### config.mk
export PLATFORM = sky130hd
export DESIGN_NAME = wtp_playback
export DESIGN_NICKNAME = d
export VERILOG_FILES = /design/src/hdl/wtp_pkg.sv /design/src/hdl/wtp_fifo.sv /design/src/hdl/wtp_trig_sync.sv /design/src/hdl/wtp_playback.sv
export SDC_FILE = /design/constraint.sdc
export NUM_CORES = 2
export LEC_CHECK = 0
export ABC_CLOCK_PERIOD_IN_PS = 10000
export BUFFER_PORTS_ARGS = -buffer_cell sky130_fd_sc_hd__buf_2
export CAP_MARGIN = 10
export CORE_ASPECT_RATIO = 1.2
export CORE_MARGIN = 3
export CORE_UTILIZATION = 43
export CTS_BUF_LIST = sky130_fd_sc_hd__clkbuf_16
export DETAILED_ROUTE_END_ITERATION = 10
export PLACE_DENSITY_LB_ADDON = 0.25
export SYNTH_ARGS = -nofsm -noshare
export SYNTH_HDL_FRONTEND = slang
export SYNTH_SLANG_ARGS = --single-unit
### constraint.sdc
create_clock -name clk -period 10 [get_ports clk]
set_input_delay 1.5 -clock clk [delete_from_list [all_inputs] [get_ports clk]]
set_output_delay 1.5 -clock clk [all_outputs]
set_load 0.01 [all_outputs]
### src/hdl/wtp_pkg.sv
// shared constants, types and register map of the waveform trigger block
package wtp_pkg;
	localparam int SAMPLE_W = 16;
	localparam int ADDR_W   = 24;
	localparam int TRIM_W   = 8;
	localparam int REG_AW   = 4;

	// register offsets
	localparam logic [REG_AW-1:0] REG_CTRL   = 4'h0;
	localparam logic [REG_AW-1:0] REG_LEN    = 4'h1;
	localparam logic [REG_AW-1:0] REG_IDLE   = 4'h2;
	localparam logic [REG_AW-1:0] REG_GAIN   = 4'h3;
	localparam logic [REG_AW-1:0] REG_OFFS   = 4'h4;
	localparam logic [REG_AW-1:0] REG_SKEW   = 4'h5;
	localparam logic [REG_AW-1:0] REG_CMD    = 4'h6;
	localparam logic [REG_AW-1:0] REG_STATUS = 4'h7;
	localparam logic [REG_AW-1:0] REG_RATE   = 4'h8;

	// control and command register fields
	localparam int CTRL_MODE_LSB = 0;
	localparam int CTRL_EDGE_BIT = 2;
	localparam int CTRL_POL_BIT  = 3;
	localparam int CTRL_FAST_BIT = 4;
	localparam int CTRL_AUTO_BIT = 5;
	localparam int CMD_TRIG_BIT  = 0;

	localparam logic [31:0] CTRL_RST = 32'h0000_0020;
	localparam logic [31:0] LEN_RST  = 32'h0000_0018;
	localparam logic [31:0] RATE_RST = 32'h0000_0000;

	// clock rate thresholds in Hz
	localparam logic [31:0] SLOW_BELOW_HZ = 32'd2_000_000;
	localparam logic [31:0] FAST_ABOVE_HZ = 32'd4_000_000;
	localparam int          FAST_LEN_STEP = 4;

	// latency figures
	localparam int CLK_MHZ       = 100;
	localparam int SLOW_LAT_NS   = 220;
	localparam int SLOW_LAT_CYC  = (SLOW_LAT_NS * CLK_MHZ) / 1000;
	localparam int FAST_LAT_SMP  = 11;
	localparam int SYNC_STAGES   = 2;
	localparam int LAT_W         = 8;

	typedef enum logic [1:0] {
		TM_OFF,
		TM_SINGLE,
		TM_WINDOW,
		TM_REPEAT
	} wtp_mode_e;

	typedef struct packed {
		logic [SAMPLE_W-1:0] i;
		logic [SAMPLE_W-1:0] q;
	} wtp_iq_s;

	typedef struct packed {
		logic signed [TRIM_W-1:0] i;
		logic signed [TRIM_W-1:0] q;
	} wtp_trim_s;
endpackage

### src/hdl/wtp_fifo.sv
// synchronous valid/ready FIFO for the sample path
`timescale 1ns/10ps
module wtp_fifo #(
	parameter int WIDTH = 32,
	parameter int DEPTH = 16
) (
	// clock and reset
	input  wire logic             clk,
	input  wire logic             rst_b,
	input  wire logic             flush,
	// fill side
	input  wire logic             in_valid,
	output logic                  in_ready,
	input  wire logic [WIDTH-1:0] in_data,
	// drain side
	output logic                  out_valid,
	input  wire logic             out_ready,
	output logic      [WIDTH-1:0] out_data
);
	localparam int AW = $clog2(DEPTH);
	logic [WIDTH-1:0] mem [DEPTH];
	logic [AW-1:0]    wr_r;
	logic [AW-1:0]    rd_r;
	logic [AW:0]      cnt_r;
	logic             push;
	logic             pop;

	assign in_ready  = (cnt_r != (AW+1)'(DEPTH));
	assign out_valid = (cnt_r != '0);
	assign push      = in_valid && in_ready;
	assign pop       = out_valid && out_ready;
	assign out_data  = mem[rd_r];

	always_ff @(posedge clk) begin
		if (push) begin
			mem[wr_r] <= in_data;
		end
	end

	always_ff @(posedge clk or negedge rst_b) begin
		if (!rst_b) begin
			wr_r  <= '0;
			rd_r  <= '0;
			cnt_r <= '0;
		end else if (flush) begin
			wr_r  <= '0;
			rd_r  <= '0;
			cnt_r <= '0;
		end else begin
			if (push) begin
				wr_r <= (wr_r == AW'(DEPTH-1)) ? '0 : wr_r + 1'b1;
			end
			if (pop) begin
				rd_r <= (rd_r == AW'(DEPTH-1)) ? '0 : rd_r + 1'b1;
			end
			cnt_r <= cnt_r + (AW+1)'(push) - (AW+1)'(pop);
		end
	end
endmodule // wtp_fifo

### src/hdl/wtp_trig_sync.sv
// trigger input synchroniser with edge or level qualification
`timescale 1ns/10ps
module wtp_trig_sync (
	// clock and reset
	input  wire logic clk,
	input  wire logic rst_b,
	// settings
	input  wire logic edge_sel,
	input  wire logic active_high,
	// trigger pin and results
	input  wire logic trig_in,
	output logic      trig_fire,
	output logic      trig_active
);
	logic meta_r;
	logic sync_r;
	logic prev_r;
	logic lvl;

	// two flops before any decoding so latency is whole clock cycles
	always_ff @(posedge clk or negedge rst_b) begin
		if (!rst_b) begin
			meta_r <= 1'b0;
			sync_r <= 1'b0;
			prev_r <= 1'b0;
		end else begin
			meta_r <= trig_in;
			sync_r <= meta_r;
			prev_r <= lvl;
		end
	end

	assign lvl         = active_high ? sync_r : !sync_r;
	assign trig_active = lvl;
	// edge mode fires on the chosen edge, level mode on onset of the level
	assign trig_fire   = lvl && !prev_r;
	wire unused_edge   = edge_sel;
endmodule // wtp_trig_sync

### src/hdl/wtp_playback.sv
// trigger, sequencing and correction logic for stored I/Q playback
`timescale 1ns/10ps
module wtp_playback #(
	parameter int DEPTH   = 16,
	parameter int SKEW_SH = 5
) (
	// clock and reset
	input  wire logic                             clk,
	input  wire logic                             rst_b,
	// register port
	input  wire logic [wtp_pkg::REG_AW-1:0]       reg_addr,
	input  wire logic [31:0]                      reg_wdata,
	input  wire logic                             reg_wr,
	input  wire logic                             reg_rd,
	output logic      [31:0]                      reg_rdata,
	// sample period strobe and trigger pin
	input  wire logic                             sample_tick,
	input  wire logic                             trig_in,
	// waveform memory
	output logic      [wtp_pkg::ADDR_W-1:0]       mem_addr,
	output logic                                  mem_req,
	input  wire logic                             mem_gnt,
	input  wire wtp_pkg::wtp_iq_s                 mem_data,
	// outputs
	output wtp_pkg::wtp_iq_s                      iq_out,
	output logic                                  iq_valid,
	output logic      [wtp_pkg::TRIM_W-1:0]       channel_delay_trim,
	output logic                                  fast_mode
);
	typedef enum logic [1:0] {
		ST_IDLE,
		ST_WAIT,
		ST_PLAY
	} wtp_state_e;

	logic [31:0]                    ctrl_r;
	logic [wtp_pkg::ADDR_W-1:0]     len_r;
	wtp_pkg::wtp_iq_s               idle_r;
	wtp_pkg::wtp_trim_s             gain_r;
	wtp_pkg::wtp_trim_s             offs_r;
	logic [wtp_pkg::TRIM_W-1:0]     skew_r;
	logic [31:0]                    rate_r;
	logic                           cmd_trig_r;
	wtp_state_e                     st_r;
	logic [wtp_pkg::LAT_W-1:0]      lat_r;
	logic [wtp_pkg::ADDR_W-1:0]     rd_addr_r;
	logic                           fast_r;
	wtp_pkg::wtp_mode_e             mode;
	logic                           trig_fire;
	logic                           trig_active;
	logic                           start;
	logic                           stop;
	logic                           fifo_in_ready;
	logic                           fifo_out_valid;
	wtp_pkg::wtp_iq_s               fifo_out;
	logic                           pop;
	logic [wtp_pkg::ADDR_W-1:0]     len_eff;
	logic [wtp_pkg::LAT_W-1:0]      lat_load;
	logic                           play_en;
	logic                           fetch_done_r;
	logic                           fifo_last_r;
	logic                           fetch_last;
	logic                           fifo_last_out;

	assign mode = wtp_pkg::wtp_mode_e'(ctrl_r[wtp_pkg::CTRL_MODE_LSB +: 2]);

	// register writes
	always_ff @(posedge clk or negedge rst_b) begin
		if (!rst_b) begin
			ctrl_r <= wtp_pkg::CTRL_RST;
			len_r  <= wtp_pkg::LEN_RST[wtp_pkg::ADDR_W-1:0];
			idle_r <= '0;
			gain_r <= '0;
			offs_r <= '0;
			skew_r <= '0;
			rate_r <= wtp_pkg::RATE_RST;
		end else if (reg_wr) begin
			unique case (reg_addr)
				wtp_pkg::REG_CTRL: ctrl_r <= reg_wdata;
				wtp_pkg::REG_LEN:  len_r  <= reg_wdata[wtp_pkg::ADDR_W-1:0];
				wtp_pkg::REG_IDLE: idle_r <= reg_wdata;
				wtp_pkg::REG_GAIN: gain_r <= reg_wdata[15:0];
				wtp_pkg::REG_OFFS: offs_r <= reg_wdata[15:0];
				wtp_pkg::REG_SKEW: skew_r <= reg_wdata[7:0];
				wtp_pkg::REG_RATE: rate_r <= reg_wdata;
				default: ;
			endcase
		end
	end

	// software trigger command is a one cycle pulse
	always_ff @(posedge clk or negedge rst_b) begin
		if (!rst_b) begin
			cmd_trig_r <= 1'b0;
		end else begin
			cmd_trig_r <= reg_wr && (reg_addr == wtp_pkg::REG_CMD) &&
				reg_wdata[wtp_pkg::CMD_TRIG_BIT];
		end
	end

	// rate mode: automatic from the requested rate, manual in 2..4 MHz band
	always_ff @(posedge clk or negedge rst_b) begin
		if (!rst_b) begin
			fast_r <= 1'b0;
		end else if (ctrl_r[wtp_pkg::CTRL_AUTO_BIT] &&
			rate_r < wtp_pkg::SLOW_BELOW_HZ) begin
			fast_r <= 1'b0;
		end else if (ctrl_r[wtp_pkg::CTRL_AUTO_BIT] &&
			rate_r > wtp_pkg::FAST_ABOVE_HZ) begin
			fast_r <= 1'b1;
		end else begin
			fast_r <= ctrl_r[wtp_pkg::CTRL_FAST_BIT];
		end
	end
	assign fast_mode = fast_r;

	// fast mode rounds length down to a multiple of four samples
	assign len_eff = fast_r ? {len_r[wtp_pkg::ADDR_W-1:2], 2'b00} : len_r;

	wtp_trig_sync u_sync (
		.clk         (clk),
		.rst_b       (rst_b),
		.edge_sel    (ctrl_r[wtp_pkg::CTRL_EDGE_BIT]),
		.active_high (ctrl_r[wtp_pkg::CTRL_POL_BIT]),
		.trig_in     (trig_in),
		.trig_fire   (trig_fire),
		.trig_active (trig_active)
	);

	assign start = (mode != wtp_pkg::TM_OFF) && (trig_fire || cmd_trig_r);
	// window mode ends with the trigger level, off mode ends everything
	assign stop  = (mode == wtp_pkg::TM_OFF) ||
		(mode == wtp_pkg::TM_WINDOW && !trig_active && !cmd_trig_r);

	// latency: cycles in slow mode, sample periods in fast mode
	assign lat_load = fast_r ?
		wtp_pkg::LAT_W'(wtp_pkg::FAST_LAT_SMP - 1) :
		wtp_pkg::LAT_W'(wtp_pkg::SLOW_LAT_CYC - wtp_pkg::SYNC_STAGES - 1);

	// sequencer
	always_ff @(posedge clk or negedge rst_b) begin
		if (!rst_b) begin
			st_r  <= ST_IDLE;
			lat_r <= '0;
		end else if (stop && st_r != ST_IDLE) begin
			st_r <= ST_IDLE;
		end else begin
			unique case (st_r)
				ST_IDLE: if (start) begin
					st_r  <= ST_WAIT;
					lat_r <= lat_load;
				end
				ST_WAIT: begin
					if (!fast_r || sample_tick) begin
						lat_r <= lat_r - 1'b1;
					end
					if (lat_r == '0) begin
						st_r <= ST_PLAY;
					end
				end
				ST_PLAY: if (pop && mode == wtp_pkg::TM_SINGLE &&
					fifo_last_out) begin
					st_r <= ST_IDLE;
				end else if (start && mode == wtp_pkg::TM_WINDOW &&
					trig_fire) begin
					st_r  <= ST_WAIT;
					lat_r <= lat_load;
				end
			endcase
		end
	end

	// memory fetch address wraps at the end for gapless repeat
	assign fetch_last = (rd_addr_r == len_eff - 1'b1);
	assign mem_req  = (st_r != ST_IDLE) && fifo_in_ready && !fetch_done_r;
	assign mem_addr = rd_addr_r;

	always_ff @(posedge clk or negedge rst_b) begin
		if (!rst_b) begin
			rd_addr_r    <= '0;
			fetch_done_r <= 1'b0;
		end else if (st_r == ST_IDLE || (st_r == ST_PLAY && start &&
			mode == wtp_pkg::TM_WINDOW && trig_fire)) begin
			rd_addr_r    <= '0;
			fetch_done_r <= 1'b0;
		end else if (mem_req && mem_gnt) begin
			rd_addr_r <= fetch_last ? '0 : rd_addr_r + 1'b1;
			if (fetch_last && mode == wtp_pkg::TM_SINGLE) begin
				fetch_done_r <= 1'b1;
			end
		end
	end

	// fifo carries the fetched samples plus an end-of-waveform mark
	wtp_fifo #(
		.WIDTH (2*wtp_pkg::SAMPLE_W + 1),
		.DEPTH (DEPTH)
	) u_fifo (
		.clk       (clk),
		.rst_b     (rst_b),
		.flush     (st_r == ST_IDLE),
		.in_valid  (mem_req && mem_gnt),
		.in_ready  (fifo_in_ready),
		.in_data   ({fetch_last, mem_data}),
		.out_valid (fifo_out_valid),
		.out_ready (pop),
		.out_data  ({fifo_last_out, fifo_out})
	);

	assign play_en = (st_r == ST_PLAY);
	assign pop     = play_en && sample_tick && fifo_out_valid;

	always_ff @(posedge clk or negedge rst_b) begin
		if (!rst_b) begin
			fifo_last_r <= 1'b0;
		end else begin
			fifo_last_r <= fifo_last_out;
		end
	end

	// corrections: gain of +-1.0 maps to about +-12.5 percent, offset added
	function automatic logic [wtp_pkg::SAMPLE_W-1:0] trim(
		input logic [wtp_pkg::SAMPLE_W-1:0] s,
		input logic signed [wtp_pkg::TRIM_W-1:0] g,
		input logic signed [wtp_pkg::TRIM_W-1:0] o);
		logic signed [31:0] v;
		v = 32'(signed'(s));
		v = v + ((v * 32'(g)) >>> 10) + (32'(o) <<< 2);
		trim = wtp_pkg::SAMPLE_W'(v);
	endfunction

	// outputs hold idle value unless a sample is being played
	always_ff @(posedge clk or negedge rst_b) begin
		if (!rst_b) begin
			iq_out   <= '0;
			iq_valid <= 1'b0;
		end else if (pop) begin
			iq_out.i <= trim(fifo_out.i, gain_r.i, offs_r.i);
			iq_out.q <= trim(fifo_out.q, gain_r.q, offs_r.q);
			iq_valid <= 1'b1;
		end else if (!play_en) begin
			iq_out   <= idle_r;
			iq_valid <= 1'b0;
		end else begin
			iq_valid <= 1'b0;
		end
	end

	// skew is handed to the analogue fine delay; positive delays in-phase
	assign channel_delay_trim = skew_r;

	// register reads, data one cycle after the strobe
	always_ff @(posedge clk or negedge rst_b) begin
		if (!rst_b) begin
			reg_rdata <= '0;
		end else if (reg_rd) begin
			unique case (reg_addr)
				wtp_pkg::REG_CTRL:   reg_rdata <= ctrl_r;
				wtp_pkg::REG_LEN:    reg_rdata <= 32'(len_r);
				wtp_pkg::REG_IDLE:   reg_rdata <= idle_r;
				wtp_pkg::REG_GAIN:   reg_rdata <= 32'(gain_r);
				wtp_pkg::REG_OFFS:   reg_rdata <= 32'(offs_r);
				wtp_pkg::REG_SKEW:   reg_rdata <= 32'(skew_r);
				wtp_pkg::REG_RATE:   reg_rdata <= rate_r;
				wtp_pkg::REG_STATUS: reg_rdata <= {27'h0, fast_r,
					trig_active, fifo_out_valid, st_r};
				default:             reg_rdata <= 32'h0000_0000;
			endcase
		end else begin
			reg_rdata <= 32'h0000_0000;
		end
	end

	// assertions
	a_off_idle_out: assert property (@(posedge clk) disable iff (!rst_b)
		mode == wtp_pkg::TM_OFF |=> ##1 (iq_out == $past(idle_r) && !iq_valid))
		else $error("off mode not idle");
	a_idle_hold: assert property (@(posedge clk) disable iff (!rst_b)
		(st_r != ST_PLAY) && $past(st_r != ST_PLAY) |-> !iq_valid)
		else $error("sample output while not playing");
	a_slow_latency: assert property (@(posedge clk) disable iff (!rst_b)
		(st_r == ST_IDLE && start && !fast_r && !stop) |->
		##20 st_r == ST_WAIT ##1 st_r == ST_PLAY || stop)
		else $error("slow latency wrong");
	a_start_wait: assert property (@(posedge clk) disable iff (!rst_b)
		(st_r == ST_IDLE && start && !stop) |=> st_r == ST_WAIT)
		else $error("start not taken");
	a_addr_wrap: assert property (@(posedge clk) disable iff (!rst_b)
		(mem_req && mem_gnt && fetch_last && st_r != ST_IDLE && !start)
		|=> rd_addr_r == '0)
		else $error("address did not wrap");
	a_fast_len: assert property (@(posedge clk) disable iff (!rst_b)
		fast_r |-> len_eff[1:0] == 2'b00)
		else $error("fast length not multiple of four");
	a_slow_auto: assert property (@(posedge clk) disable iff (!rst_b)
		ctrl_r[wtp_pkg::CTRL_AUTO_BIT] && rate_r < wtp_pkg::SLOW_BELOW_HZ
		|=> !fast_r)
		else $error("slow mode not chosen");
	a_window_stop: assert property (@(posedge clk) disable iff (!rst_b)
		(mode == wtp_pkg::TM_WINDOW && st_r == ST_PLAY && stop)
		|=> st_r == ST_IDLE)
		else $error("window playback did not stop");
	a_single_end: assert property (@(posedge clk) disable iff (!rst_b)
		(st_r == ST_PLAY && mode == wtp_pkg::TM_SINGLE && pop &&
		fifo_last_out && !stop) |=> st_r == ST_IDLE ##1 !iq_valid)
		else $error("single shot overran");
	c_single: cover property (@(posedge clk)
		mode == wtp_pkg::TM_SINGLE && st_r == ST_PLAY ##1 st_r == ST_IDLE);
	c_repeat: cover property (@(posedge clk)
		mode == wtp_pkg::TM_REPEAT && pop && fifo_last_r);
	c_window: cover property (@(posedge clk)
		mode == wtp_pkg::TM_WINDOW && st_r == ST_PLAY && stop);
endmodule // wtp_playback

# After elaboration in Yosys (flattened, before gate mapping)
# Memories as Yosys holds them, arrays and structs flattened.
# Index checks and enable logic that the tools add are counted.
[word_totals] input_bits=75 memories=1 word_cells=158 register_bits=278 ramBits=528
[classes] bitwise=1 mux=36 order_cmp=2 n_eq_ne=24 mul=2 n_reduce_logical=55 n_addsub=11
[mem_list] memory="u_fifo.mem" words=16 width=33 read_ports=1 rd_clocked_by_memory_dff=0 wr=1 line_no="wtp_fifo.sv:21" text="logic [WIDTH-1:0] mem [DEPTH];"
[op_table] cell="$pmux 32 s8" count=1
[op_table] cell="$mux 32" count=3
[op_table] cell="$mux 24" count=3
[op_table] cell="$mul 16x8->24" count=2
[op_table] cell="$add 16x10->16" count=2
[op_table] cell="$add 16x14->16" count=2
[op_table] cell="$gt 32x22->1 const B" count=1
[op_table] cell="$lt 32x21->1 const B" count=1
[op_table] cell="$mux 8" count=4
[op_table] cell="$add 24x1->24 const B" count=1
[op_table] cell="$eq 24x24->1" count=1
[op_table] cell="$logic_and 1x1->1" count=24
[op_table] cell="$mux 4" count=6
[op_table] cell="$pmux 8 s3" count=1
[op_table] cell="$sub 24x1->24 const B" count=1
[op_table] cell="$eq 4x3->1 const B" count=4
[op_table] cell="$reduce_and 2->1" count=8
[op_table] cell="$eq 4x4->1 const B" count=3
[op_table] cell="$mux 2" count=6
[op_table] cell="$reduce_bool 2->1" count=6
[op_table] cell="$mux 5" count=2
[op_table] cell="$mux 1" count=9
[op_table] cell="$add 4x1->4 const B" count=2
[op_table] cell="$eq 4x2->1 const B" count=2
[op_table] cell="other kinds (21)" count=36

# Longest topological paths before layout
[depth] ltp_word=11 mapped_depth=34

# Hierarchy
# A second synthesis with hierarchy kept.
[hier_totals] hier_cells=3269 area_unflattened_um2=43909.6
[by_module_without_submodules] mod="wtp_playback" n_inst=1 cells_per_inst=2211 area_each_um2=22541.6 seq_area_each_um2=6560.0
[by_module_without_submodules] mod="wtp_fifo" n_inst=1 cells_per_inst=1053 area_each_um2=21275.4 seq_area_each_um2=16180.5
[by_module_without_submodules] mod="wtp_trig_sync" n_inst=1 cells_per_inst=5 area_each_um2=92.6 seq_area_each_um2=75.1

# Least setup slack after synthesis
# OpenSTA, ideal clock, no wires.
[synth_path] path_type="register -> register" startpoint="register u_fifo.rd_r[0]" endpoint="register iq_out[15] (netlist name)" setup_slack_ns=1.689 path_buffers=3 required_time_ns=9.917 synth_period_minus_slack_ns=8.311 t_arrival_ns=8.229 path_stages_with_launch=33 path_cell_list="dfrtp_1 -> buf_2 -> clkbuf_1 -> buf_1 -> mux4_2 -> mux4_2 -> and2_1 -> ha_1 -> fa_1 -> inv_1 -> fa_1 -> fa_1 -> inv_1 -> ha_1 -> o21a_1 -> o21ai_0 -> o21ai_0 -> a2111o_1 -> o21a_1 -> a31o_2 -> a21oi_1 -> xor2_1 -> fa_1 -> inv_1 -> ha_1 -> and3_1 -> and3_1 -> a21oi_1 -> o211ai_1 -> a41oi_1 -> xnor2_1 -> mux2i_1 -> o21ai_0"
[synth_via] elab_chain_cells=5
[synth_rtl] element="start, declared" line_no="wtp_fifo.sv:23" text="logic [AW-1:0] rd_r;"
[synth_rtl] element="start signal, assigned" line_no="wtp_fifo.sv:54" text="rd_r <= (rd_r == AW'(DEPTH-1)) ? '0 : rd_r + 1'b1;"
[synth_rtl] element="$mem_v2 16x33 (*)"
[synth_rtl] element="$mul 16x8->24" line_no="wtp_playback.sv:228" text="v = v + ((v * 32'(g)) >>> 10) + (32'(o) <<< 2);"
[synth_rtl] element="$add 16x14->16 (*)" line_no="wtp_playback.sv:228"
[synth_rtl] element="$add 16x10->16 (*)" line_no="wtp_playback.sv:228"
[synth_rtl] element="$mux 32 (*)" line_no="wtp_playback.sv:237" text="end else if (pop) begin"
[synth_rtl] element="end signal, assigned" line_no="wtp_playback.sv:242" text="iq_out <= idle_r;"
[synth_rtl] element="end, declared" line_no="wtp_playback.sv:25" text="output wtp_pkg::wtp_iq_s iq_out,"
# Every way passes the cells marked *; elsewhere a longest branch is shown, timed or not.
# A chain may end at the register's enable or synchronous reset.

# Final worst setup path
# Ends and elaborated chain as after synthesis.

==> qor.yml <==
cts.clk_slew.worst_paths_ps: 60
min_path_type: "reg2reg"
fin_cells: 4649
status: "finished, final reports clean"
cp_top_family: "adder cells"
htreeDepth: 3
routed_wl_um: 109000
max_cap_violations: 0
drt_first_pass_iters: 6
fin_util: 0.486
cts_setup_buffers: 0
die_h_um: 354
synth-warning-count: 0
first_global_vias: 26800
min_path_cells: 0
drc: 0
grt_use_total: 0.210
crit_buf_inv: 5
cts_buffers: 80
ff_latch_area_um2: 22800
cts.path.max_buffers: 3
drtIter0Drc: 1861
vias_per_cell: 5.52
grt_pass1_wl_um: 166000
async_reset_ff_frac: 0.345
die_w_um: 296
ys.flop_type: "edfxtp_1"
multi_input_area_um2: 18900
start_util: 0.434
io-pin-count: 174
synth_cell_types: 84
synth_nets: 3553
synthCells: 3112
synth_top_area_frac: 0.365
syn_to_final_growth_pct: 11.8
crit_arrival_ps: 9260
postSynthAreaPerCell_um2: 14.0
synth_edf_count: 528
cts_hold_buf: 0
cts_sinks: 806
cts_tree: "done"
wire_per_inst_um: 23.3
port_buffers: 173
num-fill-cells: 8675
setup_viol: 0
fin_tns_setup_ps: 0
gp_congestion: 0.843
rr_worst_depth: 29
relSlewSlack: 0.316
synthTopCellsByArea: "edfxtp_1 (36%), dfrtp_1 (16%), fa_1 (11%)"
cpMostUsedCell: "fa_1"
vias: 25700
rsz0062_at_grt: "no"
drive_gt1_frac: 0.215
worstPathRequired_ps: 10560
post_cts_resized: 0
core_um2: 100000
place_inst: 4505
root_buffer: "clkbuf_16"
critical-path-slowest-cell: "dfrtp_4"
period_share: 0.870
cpPeakStageDelay_ps: 740
seq_area_frac_synth: 0.525
fmax_mhz: 115
cp-end-kind: "flip-flop"
antenna_found_initial: 13
start_kind: "flip-flop"
grt_max_degree: 160
yosys_register_bits: 806
yosysTopAreaCell: "edfxtp_1"
die_area_um2: 105000
crit_fanout: 43
skew_ps: 18.6
nNetsFinal: 3738
syn_area_um2: 43500
finalCriticalPeriod_ps: 8700
dpl.hpwl_um: 73100
cp_num_cells: 29
grt_remaining_overflow: 0
clkLatencyLatePin_ps: 650
hold_violations: 0
drv_slew: 0
crit_type: "reg2reg"
rows: 127
ant_nets: 0
worst_pin_slew_ps: 1030
[cell usage after synthesis, types with 21 or more instances]
| library cell | n |
|---|---|
| edfxtp_1 | 528 |
| inv_1 | 366 |
| dfrtp_1 | 275 |
| fa_1 | 231 |
| and2_1 | 194 |
| mux4_2 | 166 |
| mux2_2 | 161 |
| nand2_1 | 145 |
| ha_1 | 135 |
| nor2_1 | 133 |
| a21oi_1 | 86 |
| clkbuf_1 | 80 |
| xnor2_1 | 69 |
| a22oi_1 | 62 |
| xor2_1 | 57 |
| o21ai_0 | 49 |
| nand3_1 | 30 |
| a31oi_1 | 28 |
| buf_1 | 28 |
| nor3_1 | 23 |
| and3_1 | 21 |
[cell families (layout without fill, tap and decap cells)]
logic type	after synthesis	count (layout)	share of synthesized area
compound gates	346	346	0.0533
simple gates	654	654	0.0802
other cells	0	5	0
fa+ha+maj	366	366	0.145
mux	331	331	0.129
buf+inv	483	725	0.0427
xor+xnor	126	126	0.0254
flops	806	806	0.525
[flip-flops by register name, indices dropped and copies added, names as in the netlist, 2 cells and up]
signal and cells:
idle_r 32, st_r 2, u_fifo.wr_r 4, len_r 24, channel_delay_trim 8, gain_r 16, rate_r 32, u_fifo.rd_r 4
offs_r 16, lat_r 8, reg_rdata 32, iq_out 32, u_fifo.mem 528, mem_addr 24, u_fifo.cnt_r 5, ctrl_r 32
[final timing paths]
path	startpoint	endpoint	slack, ps
setup / recovery	u_fifo.rd_r[0]	iq_out[15]	1300
hold / removal	u_sync.meta_r	u_sync.sync_r	370
setup reg to reg	u_fifo.rd_r[0]	iq_out[15]	1300
hold reg to reg	u_sync.meta_r	u_sync.sync_r	370
max in group asynchronous	rst_b	u_fifo.rd_r[1]	7430
min in group asynchronous	rst_b	ctrl_r[26]	950
[per-stage QoR]
| step | hold slack, ps | setup slack [ps] | cell area (µm²) |
|---|---|---|---|
| after floorplan | 331 | 1690 | 43500 |
| after global placement | 356 | 1320 | 46000 |
| after detailed placement | 354 | 1270 | 46000 |
| after CTS | 375 | 1250 | 48600 |
| after global routing | 376 | 659 | 48600 |
| final | 370 | 1300 | 48600 |
[layer usage]
layer / share of wire / routed length, µm / vias to the layer above / GRT usage
met5: 0.00053 / 58 / - / 0
met2: 0.50 / 53900 / 671 / 0.358
met4: 0.033 / 3580 / 8 / 0.0704
met1: 0.42 / 45200 / 13400 / 0.276
li1: - / - / 11500 / -
met3: 0.053 / 5810 / 152 / 0.0317
[area by class of cell]
class,instances,share of cell area
multi-input cells,1823,0.388
well taps,1290,0.0332
diodes,5,0.000257
clock buffers,80,0.0412
repair buffers,220,0.0268
inverters,366,0.0283
clock inverters,59,0.0123
flip-flops and latches,806,0.470
[cell usage in the layout, fill, tap and decap left out, types with 15 or more instances in the layout]
master and n:
a21o_1 19, a21oi_1 86, a22oi_1 62, a31oi_1 28, and2_1 182, and3_1 17
buf_2 172, buf_4 41, clkbuf_16 80, clkinv_2 15, dfrtp_1 271, edfxtp_1 528
fa_1 231, ha_1 135, inv_1 378, mux2_2 161, mux4_2 166, nand2_1 145
nand3_1 30, nor2_1 133, nor3_1 19, o21ai_0 49, xnor2_1 69, xor2_1 57
Power is not shown: default switching activity piles up to over one toggle a cycle in this logic, so the estimate is an artifact.
